$ cat config.mk
export PLATFORM = sky130hd
export DESIGN_NAME = duc_dual_uart
export DESIGN_NICKNAME = d
export VERILOG_FILES = /design/src/logic/duc_pkg.sv /design/src/logic/duc_dual_uart.sv /design/src/logic/duc_fifo.sv
export SDC_FILE = /design/constraint.sdc
export NUM_CORES = 2
export LEC_CHECK = 0
export BUFFER_PORTS_ARGS = -buffer_cell sky130_fd_sc_hd__buf_2
export CAP_MARGIN = 20
export CORE_UTILIZATION = 45
export CTS_BUF_LIST = sky130_fd_sc_hd__clkbuf_4 sky130_fd_sc_hd__clkbuf_8 sky130_fd_sc_hd__clkbuf_16
export DETAILED_ROUTE_END_ITERATION = 7
export PLACE_DENSITY_LB_ADDON = 0.1
export SETUP_SLACK_MARGIN = 0.4
export SYNTH_ARGS = -nofsm -noshare
export SYNTH_HDL_FRONTEND = slang
export SYNTH_HIERARCHICAL = 1
export SYNTH_SLANG_ARGS = --single-unit
$ cat constraint.sdc
create_clock -name mclk -period 11.3 [get_ports mclk]
set_input_delay 0.565 -clock mclk [delete_from_list [all_inputs] [get_ports mclk]]
set_output_delay 0.565 -clock mclk [all_outputs]
set_load 0.01 [all_outputs]
$ cat src/logic/duc_pkg.sv
// Shared constants, enumerations and carriers for the dual serial block.
// Assumes a single 250 MHz clock and a synchronous active-low reset.
package duc_pkg;

    localparam int          DUC_CHANNELS        = 2;
    localparam int          DUC_SAMPLE_W        = 20;
    localparam int          DUC_BASIC_RX_DEPTH  = 4;
    localparam int          DUC_BASIC_TX_DEPTH  = 2;
    localparam int          DUC_ENH_DEPTH       = 32;
    localparam logic [5:0]  DUC_CAP_BASIC_RX    = 6'h04;
    localparam logic [5:0]  DUC_CAP_BASIC_TX    = 6'h02;
    localparam logic [5:0]  DUC_CAP_NARROW      = 6'h20;
    localparam logic [5:0]  DUC_CAP_WIDE        = 6'h10;
    localparam logic [3:0]  DUC_MID_TICK        = 4'h7;
    localparam logic [3:0]  DUC_LAST_TICK       = 4'hf;
    localparam logic [4:0]  DUC_MIN_DATA_BITS   = 5'h05;
    localparam logic [4:0]  DUC_CODEC8_BITS     = 5'h08;
    localparam logic [4:0]  DUC_CODEC16_BITS    = 5'h10;
    localparam logic [4:0]  DUC_AC97_BITS       = 5'h14;
    localparam logic [5:0]  DUC_STOP16_MIN      = 6'h01;
    localparam logic [5:0]  DUC_STOP16_MAX      = 6'h20;
    localparam logic [19:0] DUC_ALL_ONES        = 20'hfffff;

    typedef enum logic [1:0] {
        DUC_MODE_ASYNC   = 2'b00,
        DUC_MODE_CODEC8  = 2'b01,
        DUC_MODE_CODEC16 = 2'b10,
        DUC_MODE_AC97    = 2'b11
    } duc_mode_type;

    typedef enum logic [1:0] {
        DUC_PAR_NONE = 2'b00,
        DUC_PAR_EVEN = 2'b01,
        DUC_PAR_ODD  = 2'b10
    } duc_par_type;

    typedef enum logic [1:0] {
        DUC_TEST_NORMAL = 2'b00,
        DUC_TEST_ECHO   = 2'b01,
        DUC_TEST_LOCAL  = 2'b10,
        DUC_TEST_REMOTE = 2'b11
    } duc_test_type;

    typedef enum logic [2:0] {
        DUC_TX_IDLE  = 3'b000,
        DUC_TX_START = 3'b001,
        DUC_TX_DATA  = 3'b010,
        DUC_TX_PAR   = 3'b011,
        DUC_TX_STOP  = 3'b100,
        DUC_TX_SYNC  = 3'b101
    } duc_tx_st_type;

    typedef enum logic [2:0] {
        DUC_RX_IDLE  = 3'b000,
        DUC_RX_START = 3'b001,
        DUC_RX_DATA  = 3'b010,
        DUC_RX_PAR   = 3'b011,
        DUC_RX_STOP  = 3'b100
    } duc_rx_st_type;

    typedef struct packed {
        logic [7:0]   prescale;
        logic [15:0]  divider;
        logic         clk_ext;
        logic [1:0]   char_len;
        duc_par_type  parity;
        logic [5:0]   stop16;
        duc_test_type test;
        duc_mode_type mode;
        logic         rx_en;
        logic         tx_en;
        logic [4:0]   irq_mask;
    } duc_cfg_type;

    // Bit order matches irq_mask
    typedef struct packed {
        logic frame_err;
        logic parity_err;
        logic overrun;
        logic tx_room;
        logic rx_avail;
    } duc_stat_type;

    typedef struct packed {
        logic [7:0]    pre_cnt;
        logic [15:0]   div_cnt;
        logic [2:0]    tin_s;
        logic          tin_f;
        logic [2:0]    rx_s;
        logic          rx_f;
        logic [2:0]    cts_s;
        logic          cts_f;
        duc_tx_st_type tx_st;
        logic [3:0]    tx_sub;
        logic [4:0]    tx_bit;
        logic [5:0]    tx_stop;
        logic [19:0]   tx_sh;
        logic          tx_par;
        logic          tx_line;
        logic          pin_txd;
        logic          rts_b;
        logic          fsync;
        logic          bclk;
        duc_rx_st_type rx_st;
        logic [3:0]    rx_sub;
        logic [4:0]    rx_bit;
        logic [19:0]   rx_sh;
        logic          rx_par;
        logic          rx_push;
        logic [19:0]   rx_word;
        logic          ovr;
        logic          perr;
        logic          ferr;
    } duc_chan_type;

    localparam duc_chan_type DUC_CHAN_RST = '{
        rx_s: 3'h7, rx_f: 1'b1, cts_s: 3'h7, cts_f: 1'b1,
        tx_line: 1'b1, pin_txd: 1'b1, rts_b: 1'b1,
        tx_st: DUC_TX_IDLE, rx_st: DUC_RX_IDLE, default: '0};

endpackage

$ cat src/logic/duc_dual_uart.sv
// Two serial channels: channel 0 plain asynchronous, channel 1 also CODEC.
// Assumes configuration is held steady while a channel is enabled.
`timescale 1ns/1ps

// Summary of operation
// - Two channels with separate configuration, buffers, timing and status.
// - Internal time base is the system clock, no crystal needed.
// - Sixteen-bit divider per channel gives the sixteen-times baud tick.
// - Channel 1 runs async, 8-bit CODEC, 16-bit CODEC or AC'97 frames.
// - Character length five to eight data bits; far end must match.
// - Parity even, odd or none, generated on send, checked on receive.
// - Stop interval up to two bits in sixteenth-bit steps.
// - Channel 0 keeps four received and two outgoing bytes.
// - Channel 1 FIFOs hold thirty-two bytes in async or 8-bit CODEC.
// - Channel 1 FIFOs hold sixteen two-byte samples in 16-bit CODEC.
// - Channel 1 FIFOs hold sixteen twenty-bit samples in AC'97 mode.
// - Receive errors detected; normal and error events masked onto interrupts.
// - Active-low request-to-send out, active-low clear-to-send in.
// - Programmable prescaler derives the time base from the input clock.
// - Time base may instead come from an external timer input.
// - Normal, auto-echo, local loopback and remote loopback line modes.
module duc_dual_uart (
    // Clock and reset
    input  wire logic                        mclk,
    input  wire logic                        rst_b,
    // Configuration and status
    input  wire duc_pkg::duc_cfg_type [1:0]  cfg,
    input  wire logic [1:0]                  err_clr,
    output duc_pkg::duc_stat_type [1:0]      stat,
    output logic [1:0]                       irq,
    // Transmit samples
    input  wire logic [1:0][19:0]            tx_data,
    input  wire logic [1:0]                  tx_valid,
    output logic [1:0]                       tx_ready,
    // Received samples
    output logic [1:0][19:0]                 rx_data,
    output logic [1:0]                       rx_valid,
    input  wire logic [1:0]                  rx_ready,
    // Serial pins
    output logic [1:0]                       txd,
    input  wire logic [1:0]                  rxd,
    output logic [1:0]                       rts_b,
    input  wire logic [1:0]                  cts_b,
    input  wire logic [1:0]                  tin,
    // CODEC framing, channel 1
    output logic                             codec_fsync,
    output logic                             codec_bclk
);
    import duc_pkg::*;

    logic [1:0] fsync_w;
    logic [1:0] bclk_w;

    assign codec_fsync = fsync_w[1];
    assign codec_bclk  = bclk_w[1];

    for (genvar i = 0; i < DUC_CHANNELS; i++) begin : g_chan
        localparam bit ENH = (i == 1);
        localparam int RXD = ENH ? DUC_ENH_DEPTH : DUC_BASIC_RX_DEPTH;
        localparam int TXD = ENH ? DUC_ENH_DEPTH : DUC_BASIC_TX_DEPTH;

        duc_chan_type s_q;
        duc_chan_type s_d;
        duc_cfg_type  c;
        logic         codec;
        logic         wide;
        logic [5:0]   rx_cap;
        logic [5:0]   tx_cap;
        logic         tx_rd_valid;
        logic [19:0]  tx_rd_data;
        logic         pop;
        logic         rx_wr_ready;
        logic         tin_rise;
        logic         pre_tick;
        logic         src_tick;
        logic         tick;
        logic         rx_line;
        logic         odd;
        logic [4:0]   nbits;
        logic [4:0]   cw;
        logic [5:0]   stop_lim;
        logic [19:0]  mask;
        logic         ovr_ev;
        logic         perr_ev;
        logic         ferr_ev;

        assign c     = cfg[i];
        assign codec = ENH && (c.mode != DUC_MODE_ASYNC);
        assign wide  = ENH && ((c.mode == DUC_MODE_CODEC16) || (c.mode == DUC_MODE_AC97));

        // FIFO capacity follows the channel and its mode
        assign rx_cap = !ENH ? DUC_CAP_BASIC_RX : (wide ? DUC_CAP_WIDE : DUC_CAP_NARROW);
        assign tx_cap = !ENH ? DUC_CAP_BASIC_TX : (wide ? DUC_CAP_WIDE : DUC_CAP_NARROW);

        duc_fifo #(.W(DUC_SAMPLE_W), .D(TXD)) u_tx_fifo (
            .mclk     (mclk),
            .rst_b    (rst_b),
            .cap      (tx_cap),
            .wr_valid (tx_valid[i]),
            .wr_data  (tx_data[i]),
            .wr_ready (tx_ready[i]),
            .rd_valid (tx_rd_valid),
            .rd_data  (tx_rd_data),
            .rd_ready (pop)
        );

        duc_fifo #(.W(DUC_SAMPLE_W), .D(RXD)) u_rx_fifo (
            .mclk     (mclk),
            .rst_b    (rst_b),
            .cap      (rx_cap),
            .wr_valid (s_q.rx_push),
            .wr_data  (s_q.rx_word),
            .wr_ready (rx_wr_ready),
            .rd_valid (rx_valid[i]),
            .rd_data  (rx_data[i]),
            .rd_ready (rx_ready[i])
        );

        assign txd[i]     = s_q.pin_txd;
        assign rts_b[i]   = s_q.rts_b;
        assign fsync_w[i] = s_q.fsync;
        assign bclk_w[i]  = s_q.bclk;
        assign stat[i]    = '{frame_err: s_q.ferr, parity_err: s_q.perr, overrun: s_q.ovr,
                              tx_room: tx_ready[i], rx_avail: rx_valid[i]};
        assign irq[i]     = |(stat[i] & c.irq_mask);

        always_comb begin
            s_d       = s_q;
            pop       = 1'b0;
            ovr_ev    = 1'b0;
            perr_ev   = 1'b0;
            ferr_ev   = 1'b0;
            s_d.rx_push = 1'b0;
            odd       = (c.parity == DUC_PAR_ODD);
            nbits     = DUC_MIN_DATA_BITS + {3'b000, c.char_len};
            mask      = DUC_ALL_ONES >> (5'd20 - nbits);
            if (c.mode == DUC_MODE_CODEC8) begin
                cw = DUC_CODEC8_BITS;
            end else if (c.mode == DUC_MODE_CODEC16) begin
                cw = DUC_CODEC16_BITS;
            end else begin
                cw = DUC_AC97_BITS;
            end
            if (c.stop16 < DUC_STOP16_MIN) begin
                stop_lim = DUC_STOP16_MIN;
            end else if (c.stop16 > DUC_STOP16_MAX) begin
                stop_lim = DUC_STOP16_MAX;
            end else begin
                stop_lim = c.stop16;
            end

            // Three-stage pin filters, value taken when stages two and three agree
            s_d.tin_s = {s_q.tin_s[1:0], tin[i]};
            s_d.rx_s  = {s_q.rx_s[1:0], rxd[i]};
            s_d.cts_s = {s_q.cts_s[1:0], cts_b[i]};
            if (s_q.tin_s[2] == s_q.tin_s[1]) begin
                s_d.tin_f = s_q.tin_s[2];
            end
            if (s_q.rx_s[2] == s_q.rx_s[1]) begin
                s_d.rx_f = s_q.rx_s[2];
            end
            if (s_q.cts_s[2] == s_q.cts_s[1]) begin
                s_d.cts_f = s_q.cts_s[2];
            end
            tin_rise = s_d.tin_f && !s_q.tin_f;

            // Time base
            pre_tick = 1'b0;
            if (s_q.pre_cnt >= c.prescale) begin
                s_d.pre_cnt = 8'h00;
                pre_tick    = 1'b1;
            end else begin
                s_d.pre_cnt = s_q.pre_cnt + 8'h01;
            end
            src_tick = c.clk_ext ? tin_rise : pre_tick;
            tick     = 1'b0;
            if (src_tick) begin
                if (({1'b0, s_q.div_cnt} + 17'h00001) >= {1'b0, c.divider}) begin
                    s_d.div_cnt = 16'h0000;
                    tick        = 1'b1;
                end else begin
                    s_d.div_cnt = s_q.div_cnt + 16'h0001;
                end
            end

            // Line routing for the test modes
            if (c.test == DUC_TEST_LOCAL) begin
                rx_line = s_q.tx_line;
            end else if (c.test == DUC_TEST_REMOTE) begin
                rx_line = 1'b1;
            end else begin
                rx_line = s_q.rx_f;
            end
            if (c.test == DUC_TEST_NORMAL) begin
                s_d.pin_txd = s_q.tx_line;
            end else if (c.test == DUC_TEST_LOCAL) begin
                s_d.pin_txd = 1'b1;
            end else begin
                s_d.pin_txd = s_q.rx_f;
            end

            // Transmitter, and CODEC receive capture in step with it
            if (tick) begin
                s_d.tx_sub = s_q.tx_sub + 4'h1;
                case (s_q.tx_st)
                    DUC_TX_IDLE: begin
                        s_d.tx_sub  = 4'h0;
                        s_d.tx_line = 1'b1;
                        s_d.fsync   = 1'b0;
                        if (c.tx_en && codec) begin
                            pop         = tx_rd_valid;
                            s_d.tx_sh   = tx_rd_valid ? tx_rd_data : 20'h00000;
                            s_d.tx_st   = DUC_TX_SYNC;
                            s_d.fsync   = 1'b1;
                            s_d.tx_line = 1'b0;
                        end else if (c.tx_en && tx_rd_valid && !s_q.cts_f) begin
                            pop         = 1'b1;
                            s_d.tx_sh   = tx_rd_data & mask;
                            s_d.tx_par  = (^(tx_rd_data & mask)) ^ odd;
                            s_d.tx_st   = DUC_TX_START;
                            s_d.tx_line = 1'b0;
                        end
                    end
                    DUC_TX_START: begin
                        if (s_q.tx_sub == DUC_LAST_TICK) begin
                            s_d.tx_st   = DUC_TX_DATA;
                            s_d.tx_bit  = 5'h00;
                            s_d.tx_line = s_q.tx_sh[0];
                        end
                    end
                    DUC_TX_SYNC: begin
                        if (s_q.tx_sub == DUC_LAST_TICK) begin
                            s_d.tx_st   = DUC_TX_DATA;
                            s_d.tx_bit  = 5'h00;
                            s_d.fsync   = 1'b0;
                            s_d.tx_line = s_q.tx_sh[cw - 5'h01];
                        end
                    end
                    DUC_TX_DATA: begin
                        if (codec && (s_q.tx_sub == DUC_MID_TICK)) begin
                            s_d.rx_sh = {s_q.rx_sh[18:0], rx_line};
                        end
                        if (s_q.tx_sub == DUC_LAST_TICK) begin
                            s_d.tx_bit = s_q.tx_bit + 5'h01;
                            if (codec) begin
                                s_d.tx_sh   = s_q.tx_sh << 1;
                                s_d.tx_line = s_d.tx_sh[cw - 5'h01];
                                if (s_q.tx_bit == cw - 5'h01) begin
                                    s_d.tx_st   = DUC_TX_IDLE;
                                    s_d.tx_line = 1'b1;
                                    s_d.rx_word = s_q.rx_sh & (DUC_ALL_ONES >> (5'd20 - cw));
                                    s_d.rx_push = c.rx_en;
                                    s_d.rx_sh   = 20'h00000;
                                end
                            end else begin
                                s_d.tx_sh   = s_q.tx_sh >> 1;
                                s_d.tx_line = s_d.tx_sh[0];
                                if (s_q.tx_bit == nbits - 5'h01) begin
                                    if (c.parity == DUC_PAR_NONE) begin
                                        s_d.tx_st   = DUC_TX_STOP;
                                        s_d.tx_line = 1'b1;
                                        s_d.tx_stop = 6'h00;
                                    end else begin
                                        s_d.tx_st   = DUC_TX_PAR;
                                        s_d.tx_line = s_q.tx_par;
                                    end
                                end
                            end
                        end
                    end
                    DUC_TX_PAR: begin
                        if (s_q.tx_sub == DUC_LAST_TICK) begin
                            s_d.tx_st   = DUC_TX_STOP;
                            s_d.tx_line = 1'b1;
                            s_d.tx_stop = 6'h00;
                        end
                    end
                    DUC_TX_STOP: begin
                        s_d.tx_stop = s_q.tx_stop + 6'h01;
                        if ((s_q.tx_stop + 6'h01) >= stop_lim) begin
                            s_d.tx_st = DUC_TX_IDLE;
                        end
                    end
                    default: begin
                        s_d.tx_st = DUC_TX_IDLE;
                    end
                endcase
                s_d.bclk = codec && !s_d.tx_sub[3];
            end

            // Asynchronous receiver
            if (tick && !codec) begin
                s_d.rx_sub = s_q.rx_sub + 4'h1;
                case (s_q.rx_st)
                    DUC_RX_IDLE: begin
                        s_d.rx_sub = 4'h0;
                        if (c.rx_en && !rx_line) begin
                            s_d.rx_st = DUC_RX_START;
                        end
                    end
                    DUC_RX_START: begin
                        if (s_q.rx_sub == DUC_MID_TICK) begin
                            s_d.rx_sub = 4'h0;
                            s_d.rx_bit = 5'h00;
                            s_d.rx_sh  = 20'h00000;
                            s_d.rx_par = 1'b0;
                            s_d.rx_st  = rx_line ? DUC_RX_IDLE : DUC_RX_DATA;
                        end
                    end
                    DUC_RX_DATA: begin
                        if (s_q.rx_sub == DUC_LAST_TICK) begin
                            s_d.rx_sh[s_q.rx_bit] = rx_line;
                            s_d.rx_par = s_q.rx_par ^ rx_line;
                            s_d.rx_bit = s_q.rx_bit + 5'h01;
                            if (s_q.rx_bit == nbits - 5'h01) begin
                                s_d.rx_st = (c.parity == DUC_PAR_NONE) ? DUC_RX_STOP : DUC_RX_PAR;
                            end
                        end
                    end
                    DUC_RX_PAR: begin
                        if (s_q.rx_sub == DUC_LAST_TICK) begin
                            perr_ev   = rx_line ^ s_q.rx_par ^ odd;
                            s_d.rx_st = DUC_RX_STOP;
                        end
                    end
                    DUC_RX_STOP: begin
                        if (s_q.rx_sub == DUC_LAST_TICK) begin
                            ferr_ev     = !rx_line;
                            s_d.rx_word = s_q.rx_sh;
                            s_d.rx_push = 1'b1;
                            s_d.rx_st   = DUC_RX_IDLE;
                        end
                    end
                    default: begin
                        s_d.rx_st = DUC_RX_IDLE;
                    end
                endcase
            end

            // Push into a full FIFO is dropped there; flag it, set beats clear
            ovr_ev   = s_q.rx_push && !rx_wr_ready;
            s_d.ovr  = ovr_ev || (s_q.ovr && !err_clr[i]);
            s_d.perr = perr_ev || (s_q.perr && !err_clr[i]);
            s_d.ferr = ferr_ev || (s_q.ferr && !err_clr[i]);
            s_d.rts_b = !(c.rx_en && rx_wr_ready);
        end

        // Each channel owns its own state, no sharing between them
        always_ff @(posedge mclk) begin
            if (!rst_b) begin
                s_q <= DUC_CHAN_RST;
            end else begin
                s_q <= s_d;
            end
        end
    end
endmodule

$ cat src/logic/duc_fifo.sv
// Sample FIFO with a run-time capacity limit at or below its fixed depth.
// Assumes writer and reader on mclk; data read straight from storage.
`timescale 1ns/1ps
module duc_fifo #(
    parameter int W = 20,
    parameter int D = 32
) (
    // Clock and reset
    input  wire logic         mclk,
    input  wire logic         rst_b,
    // Usable entries
    input  wire logic [5:0]   cap,
    // Fill side
    input  wire logic         wr_valid,
    input  wire logic [W-1:0] wr_data,
    output logic              wr_ready,
    // Drain side
    output logic              rd_valid,
    output logic [W-1:0]      rd_data,
    input  wire logic         rd_ready
);
    localparam int AW = (D > 1) ? $clog2(D) : 1;
    localparam int CW = $clog2(D + 1);

    typedef struct packed {
        logic [D-1:0][W-1:0] mem;
        logic [AW-1:0]       wp;
        logic [AW-1:0]       rp;
        logic [CW-1:0]       cnt;
    } duc_fifo_state_type;

    duc_fifo_state_type s_q;
    duc_fifo_state_type s_d;
    logic               do_wr;
    logic               do_rd;

    assign wr_ready = (6'(s_q.cnt) < cap) && (s_q.cnt != CW'(D));
    assign rd_valid = (s_q.cnt != '0);
    assign rd_data  = s_q.mem[s_q.rp];

    always_comb begin
        s_d   = s_q;
        do_wr = wr_valid && wr_ready;
        do_rd = rd_ready && rd_valid;
        if (do_wr) begin
            s_d.mem[s_q.wp] = wr_data;
            s_d.wp = (s_q.wp == AW'(D - 1)) ? '0 : s_q.wp + AW'(1);
        end
        if (do_rd) begin
            s_d.rp = (s_q.rp == AW'(D - 1)) ? '0 : s_q.rp + AW'(1);
        end
        if (do_wr && !do_rd) begin
            s_d.cnt = s_q.cnt + CW'(1);
        end else if (do_rd && !do_wr) begin
            s_d.cnt = s_q.cnt - CW'(1);
        end
    end

    always_ff @(posedge mclk) begin
        if (!rst_b) begin
            s_q <= '0;
        end else begin
            s_q <= s_d;
        end
    end
endmodule

==> Word-level counts from Yosys, hierarchy flattened <==
Index checks and enable logic that the tools add are counted.
Widths: inputs -> output; s select.
{ "word_totals": {"register_bits": 1715, "latchBits": 0, "ram_bits": 0, "rom_bits": 0, "input_bits": 146, "out_inout_bits": 62, "n_memories": 0} }
{ "op_classes": {"add_sub_neg": 41, "mul": 0, "n_div": 0, "order_cmp": 32, "n_eq_ne": 90, "shift": 3, "mux": 197, "n_bitwise": 13, "n_reduce_logical": 132} }
{ "ops": {"columns": ["operator", "n"], "rows": [
  ["$bwmux 640", 2],
  ["$mux 20", 18],
  ["$bmux 20 s5", 2],
  ["$demux 20 s5", 2],
  ["$mux 21", 8],
  ["$pmux 26 s2", 2],
  ["$mux 6", 16],
  ["$mux 3", 31],
  ["$bwmux 80", 1],
  ["$pmux 20 s2", 2],
  ["$mux 33", 2],
  ["$mux 31", 2],
  ["$mux 1", 61],
  ["$and 20x20->20", 3],
  ["$pmux 3 s5", 4],
  ["$shr 20x5->20 const A", 3],
  ["$ne 2x2->1 const B", 29],
  ["$mux 26", 2],
  ["$logic_and 1x1->1", 48],
  ["$lt 5x6->1 const B", 8],
  ["$mux 22", 2],
  ["$mux 42", 1],
  ["$add 5x1->5 const B", 8],
  ["$bmux 20 s2", 1],
  ["other kinds (76)", 250]
]} }

==> Logic depth before layout (Yosys ltp) <==
{ "logic_depth": {"depth_word": 14, "mapped_depth": 26, "ltp_nobuf": 22} }

==> Cells and area by module <==
Netlist, hierarchy kept.
{ "by_module_without_submodules": {"columns": ["mod", "instances", "cells_each", "area_per_inst_um2"], "rows": [
  ["duc_fifo (g_chan[1].u_tx_fifo)", 1, 2743, 29500.8],
  ["duc_fifo (g_chan[1].u_rx_fifo)", 1, 2761, 29469.5],
  ["duc_dual_uart", 1, 1925, 15773.9],
  ["duc_fifo (g_chan[0].u_rx_fifo)", 1, 360, 3957.5],
  ["duc_fifo (g_chan[0].u_tx_fifo)", 1, 205, 2028.2]
]} }

==> Worst setup path before layout <==
No wires, ideal clock.
{ "synth_timing": {"path_kind": "reg-to-reg", "from": "register g_chan[1].s_q[115] (netlist name)", "to": "register g_chan[1].u_tx_fifo/s_q[4] (netlist name)", "setup_ps": 115, "t_arrival_ps": 4904, "required_ps": 11185, "path_slack_ps": 6281, "stages_incl_launch_ff": 27, "period_less_slack_ps": 5019, "path_cell_list": "dfxtp_1 -> and3_1 -> nand3_1 -> nor2_1 -> and3_1 -> and2_1 -> clkbuf_1 -> nand2_1 -> xnor2_1 -> ha_1 -> a21oi_1 -> nand2_1 -> o311a_1 -> o21ai_2 -> buf_2 -> buf_1 -> nor3_1 -> a21bo_2 -> buf_6 -> ha_1 -> inv_1 -> fa_1 -> a21o_1 -> a21oi_1 -> xor2_1 -> o21ai_0 -> and2_1"} }
{ "synth_via": {"elab_chain_len": 9, "word_cells_on_any_way": 11, "cone_classes": "add/sub (1); order compare (1); mux (4); reduce/logical (5)"} }
{ "synth_rtl": {"columns": ["element", "line", "rtl"], "rows": [
  ["start: declaration", "duc_dual_uart.sv:62", "duc_chan_type s_q;"],
  ["start signal: assignment", "duc_dual_uart.sv:351", "s_q <= DUC_CHAN_RST;"],
  ["start signal: assignment", "duc_dual_uart.sv:353", "s_q <= s_d;"],
  ["$add 16x1->17 *", "duc_dual_uart.sv:178", "if (({1'b0, s_q.div_cnt} + 17'h00001) >= {1'b0, c.divider}) begin"],
  ["$ge 17x16->1 *", "duc_dual_uart.sv:178", null],
  ["$mux 1 *", "duc_dual_uart.sv:178", null],
  ["$mux 1 *", "duc_dual_uart.sv:177", "if (src_tick) begin"],
  ["$mux 1 *", "duc_dual_uart.sv:203", "if (tick) begin"],
  ["net g_chan[1].pop", "duc_dual_uart.sv:71", "logic pop;"],
  ["$logic_and 1x1->1 *", "duc_fifo.sv:44", "do_rd = rd_ready && rd_valid;"],
  ["$logic_not 1->1", "duc_fifo.sv:52", "if (do_wr && !do_rd) begin"],
  ["$logic_and 1x1->1", "duc_fifo.sv:52", null],
  ["$mux 6 / $reduce_bool 2->1 (equally long branches)", null, null],
  ["end signal: assignment", "duc_fifo.sv:61", "s_q <= '0;"],
  ["end signal: assignment", "duc_fifo.sv:63", "s_q <= s_d;"],
  ["end: declaration", "duc_fifo.sv:32", "duc_fifo_state_type s_q;"]
]} }
The timed path passes the listed nets; every way through them passes the cells marked *.
A chain may end at the register's enable or synchronous reset.

==> Worst setup path after layout <==
{ "layout_timing": {"from": "register g_chan[1].s_q[115] (netlist name)", "to": "register g_chan[1].u_tx_fifo/s_q[5] (netlist name)"} }
The elaborated chain is that of the path after synthesis.

==> qor_table.md <==
| Quantity | This run |
|---|---|
| Most repeated library cell on the critical path | sky130_fd_sc_hd__ha_1 |
| Worst IR Drop VDD | 159 uV |
| Sequential cell area | 34200 um^2 |
| Ports placed on the boundary | 208 |
| First-pass GRT wire length | 329 mm |
| Highest-count cells in the layout ignoring fill and taps | sky130_fd_sc_hd__dfxtp_1, sky130_fd_sc_hd__nand2_1, sky130_fd_sc_hd__mux2i_1 |
| CP max stage cell | sky130_fd_sc_hd__dfxtp_1 |
| Unrepaired setup endpoints after global routing | no |
| Die outline width | 425 um |
| Total number of vias | 56900 |
| Clock latency reported for the late side of the worst-skew pair | 0.82 ns |
| Critical R2R Launch | g_chan[1].s_q[115]$_SDFFE_PN0P_ |
| Met2 track demand over resource | 39.0% |
| Number of search-and-repair iterations in the first detailed-routing pass | 5 |
| Critical Setup Path Class | reg -> reg |
| Die H | 425 um |
| Gate count after technology mapping | 7962 |
| Worst hold start | tx_data[0] |
| Area of combinational cells with multiple inputs | 42000 um^2 |
| Layout Skew | 0.0256 ns |
| Fin crit share | 48.2% |
| Clock-pin transition on the worst setup and hold timing paths | 0.06 ns |
| Area added between synthesis and finish | 10.7% |
| DRC violations left | 0 |
| Via density per instance | 5.51 |
| Count of endpoints failing setup in the final report | 0 |
| Crit path time final | 5.45 ns |
| Number of buffers on the longest clock path | 3 |
| Tightest Pin Transition | 1.10 ns |
| Critical register-to-register path endpoint | g_chan[1].u_tx_fifo/s_q[5]$_SDFFE_PN0P_ |
| Summed negative setup slack over all endpoints | 0 ns |
| Critical path's top delay family | simple AND/OR/NAND/NOR gates |
| Nature of the critical path startpoint | register |
| Area of the mapped netlist | 80400 um^2 |
| Worst slew slack as a fraction of its limit | 26.4% |
| Die Footprint | 180000 um^2 |
| Biggest fanout along the worst timing path | 25 |
| Max cap viols | 0 |
| Pwr/cell area | 158 nW/um^2 |
| Most common library cell in the layout ignoring fill and taps | sky130_fd_sc_hd__dfxtp_1 |
| Register-to-Register Setup Slack | 5.85 ns |
| CTS tree | yes |
| Crit-path cells | and3_1 > nand3_1 > nor2_1 > and3_1 > and2_1 > nand2_1 > xnor2_1 > ha_1 > nand3_1 > o21ai_0 > o311a_1 > o21ai_2 > buf_4 > nor3_1 > a21bo_2 > ha_1 > inv_1 > ha_1 > a211oi_1 > or3_1 > nand4_1 > xor2_1 > and2_1 |
| CP Data Arrival Time | 6.16 ns |
| Hold Path Stages | 3 |
| H-Tree Level Count | 4 |
| Share of cells above drive strength 1 | 13.9% |
| Clock buffers created by TritonCTS | 188 |
| Number of endpoints with negative hold slack in the final report | 0 |
| 1st-iter DRT viols | 3437 |
| Clock sink count | 1707 |
| End-of-flow core utilization | 50.3% |
| Clock root cell | sky130_fd_sc_hd__clkbuf_16 |
| Depth of the worst register-to-register path | 23 |
| Starting density of the core | 45.5% |
| CP bufs+invs | 2 |
| Gr ovfl total | 0 |
| Leakage dissipation | 0.0309 uW |
| Global placement routability congestion | 0.839 |
| Routed Wire Length | 210 mm |
| GR met1 Demand/Resource | 30.2% |
| Synthesized area divided by synthesized cell count | 10.1 um^2 |
| Endpoint type of the worst setup path | register |
| Min-Delay Path Class | in -> reg |
| Required time worst endpoint | 12.01 ns |
| Layout Nets | 8123 |
| Gr busiest metal | met2 |
| Total track usage | 22.9% |
| Maximum clock rate | 183 MHz |
| Largest net degree at the start of global routing | 217 |
| Post-cts gate resize count | 0 |
| Total number of yosys warnings | 6 |
| Routed length per instance | 20.3 um |
| Total count of max-transition violations in the final report | 0 |
| Number of nets with antenna violations after detailed routing | 0 |
| Fill count | 16200 |
| Number of port buffers | 203 |
| Final HPWL from detailed placement | 131 mm |
| Delay of the slowest cell on the worst path | 0.40 ns |
| Result of the run | complete, no violations |
| Antenna violations before repair | 12 |
| Core Area | 177000 um^2 |
| Met3 usage in global routing | 2.81% |
| Vias in the first global route | 57100 |
| Worst Hold Path EP | g_chan[0].u_tx_fifo/s_q[24]$_SDFFE_PN0P_ |
| Number of cell rows | 154 |
| Post-CTS setup buffer count | 0 |
area by class of cell:
| type | instances | share of cell area, % |
|---|---|---|
| clock buffers | 286 | 6.53 |
| inverters | 112 | 0.475 |
| clock inverters | 57 | 0.772 |
| flip-flops and latches | 1707 | 38.4 |
| diodes | 5 | 0.0141 |
| repair buffers | 388 | 3.27 |
| multi-input cells | 5435 | 47.2 |
| well taps | 2340 | 3.29 |
repair_timing:
| action | in CTS | in global routing |
|---|---|---|
| hold buffers | 20 | 0 |
| setup endpoints to repair | 0 | 0 |
| hold endpoints to repair | 29 | 0 |
flip-flops by register name (all words and copies together) (netlist names):
name and flops:
rts_b 2, codec_fsync 1, g_chan.u_tx_fifo/s_q 692, g_chan.u_rx_fifo/s_q 743
stat 6, g_chan.s_q 248, g_chan.s_d 12, codec_bclk 1
txd 2
metrics by stage:
stage / setup slack [ns] / hold WS (ns) / instance area, um^2 / cells / power (uW)
2_1_floorplan: 6.28 / 0.386 / 80500 / 7980 / 7450
3_3_place_gp: 5.92 / 0.403 / 81700 / 9941 / 7830
3_5_place_dp: 5.87 / 0.397 / 82000 / 9950 / 7850
4_1_cts: 5.84 / 0.0000822 / 88700 / 10300 / 14200
5_1_grt: 5.48 / 0.0128 / 89000 / 10300 / 14600
6_report: 5.85 / 0.0541 / 89000 / 10300 / 14100
routing by layer:
layer	wire [um]	vias up
li1	-	27600
met1	96600	28100
met2	101000	877
met3	6400	289
met4	5590	2
met5	13	-
worst max-delay path by stage:
stage	from	endpoint	slack (ns)	depth (start not counted)
after floorplan	g_chan[1].s_q[115]$_SDFFE_PN0P_	g_chan[1].u_tx_fifo/s_q[4]$_SDFFE_PN0P_	6.28	26
after global placement	g_chan[1].s_q[115]$_SDFFE_PN0P_	g_chan[1].u_tx_fifo/s_q[5]$_SDFFE_PN0P_	5.92	23
after detailed placement	g_chan[1].s_q[115]$_SDFFE_PN0P_	g_chan[1].u_tx_fifo/s_q[5]$_SDFFE_PN0P_	5.87	23
after CTS	g_chan[1].s_q[115]$_SDFFE_PN0P_	g_chan[1].u_tx_fifo/s_q[5]$_SDFFE_PN0P_	5.84	23
after global routing	g_chan[1].s_q[115]$_SDFFE_PN0P_	g_chan[1].u_tx_fifo/s_q[5]$_SDFFE_PN0P_	5.48	23
final	g_chan[1].s_q[115]$_SDFFE_PN0P_	g_chan[1].u_tx_fifo/s_q[5]$_SDFFE_PN0P_	5.85	23
power breakdown:
part,switching [uW],leakage (uW),internal (uW)
combinational,921,0.0138,590
clock,2550,0.00328,3800
sequential,105,0.0138,6110
total,3570,0.0309,10500
worst min-delay path, stage by stage:
cell                      delay (ns)
sky130_fd_sc_hd__buf_2          0.11
sky130_fd_sc_hd__nand2_1        0.08
sky130_fd_sc_hd__mux2i_1        0.07
Note: power is estimated with default switching activity, not from simulation.
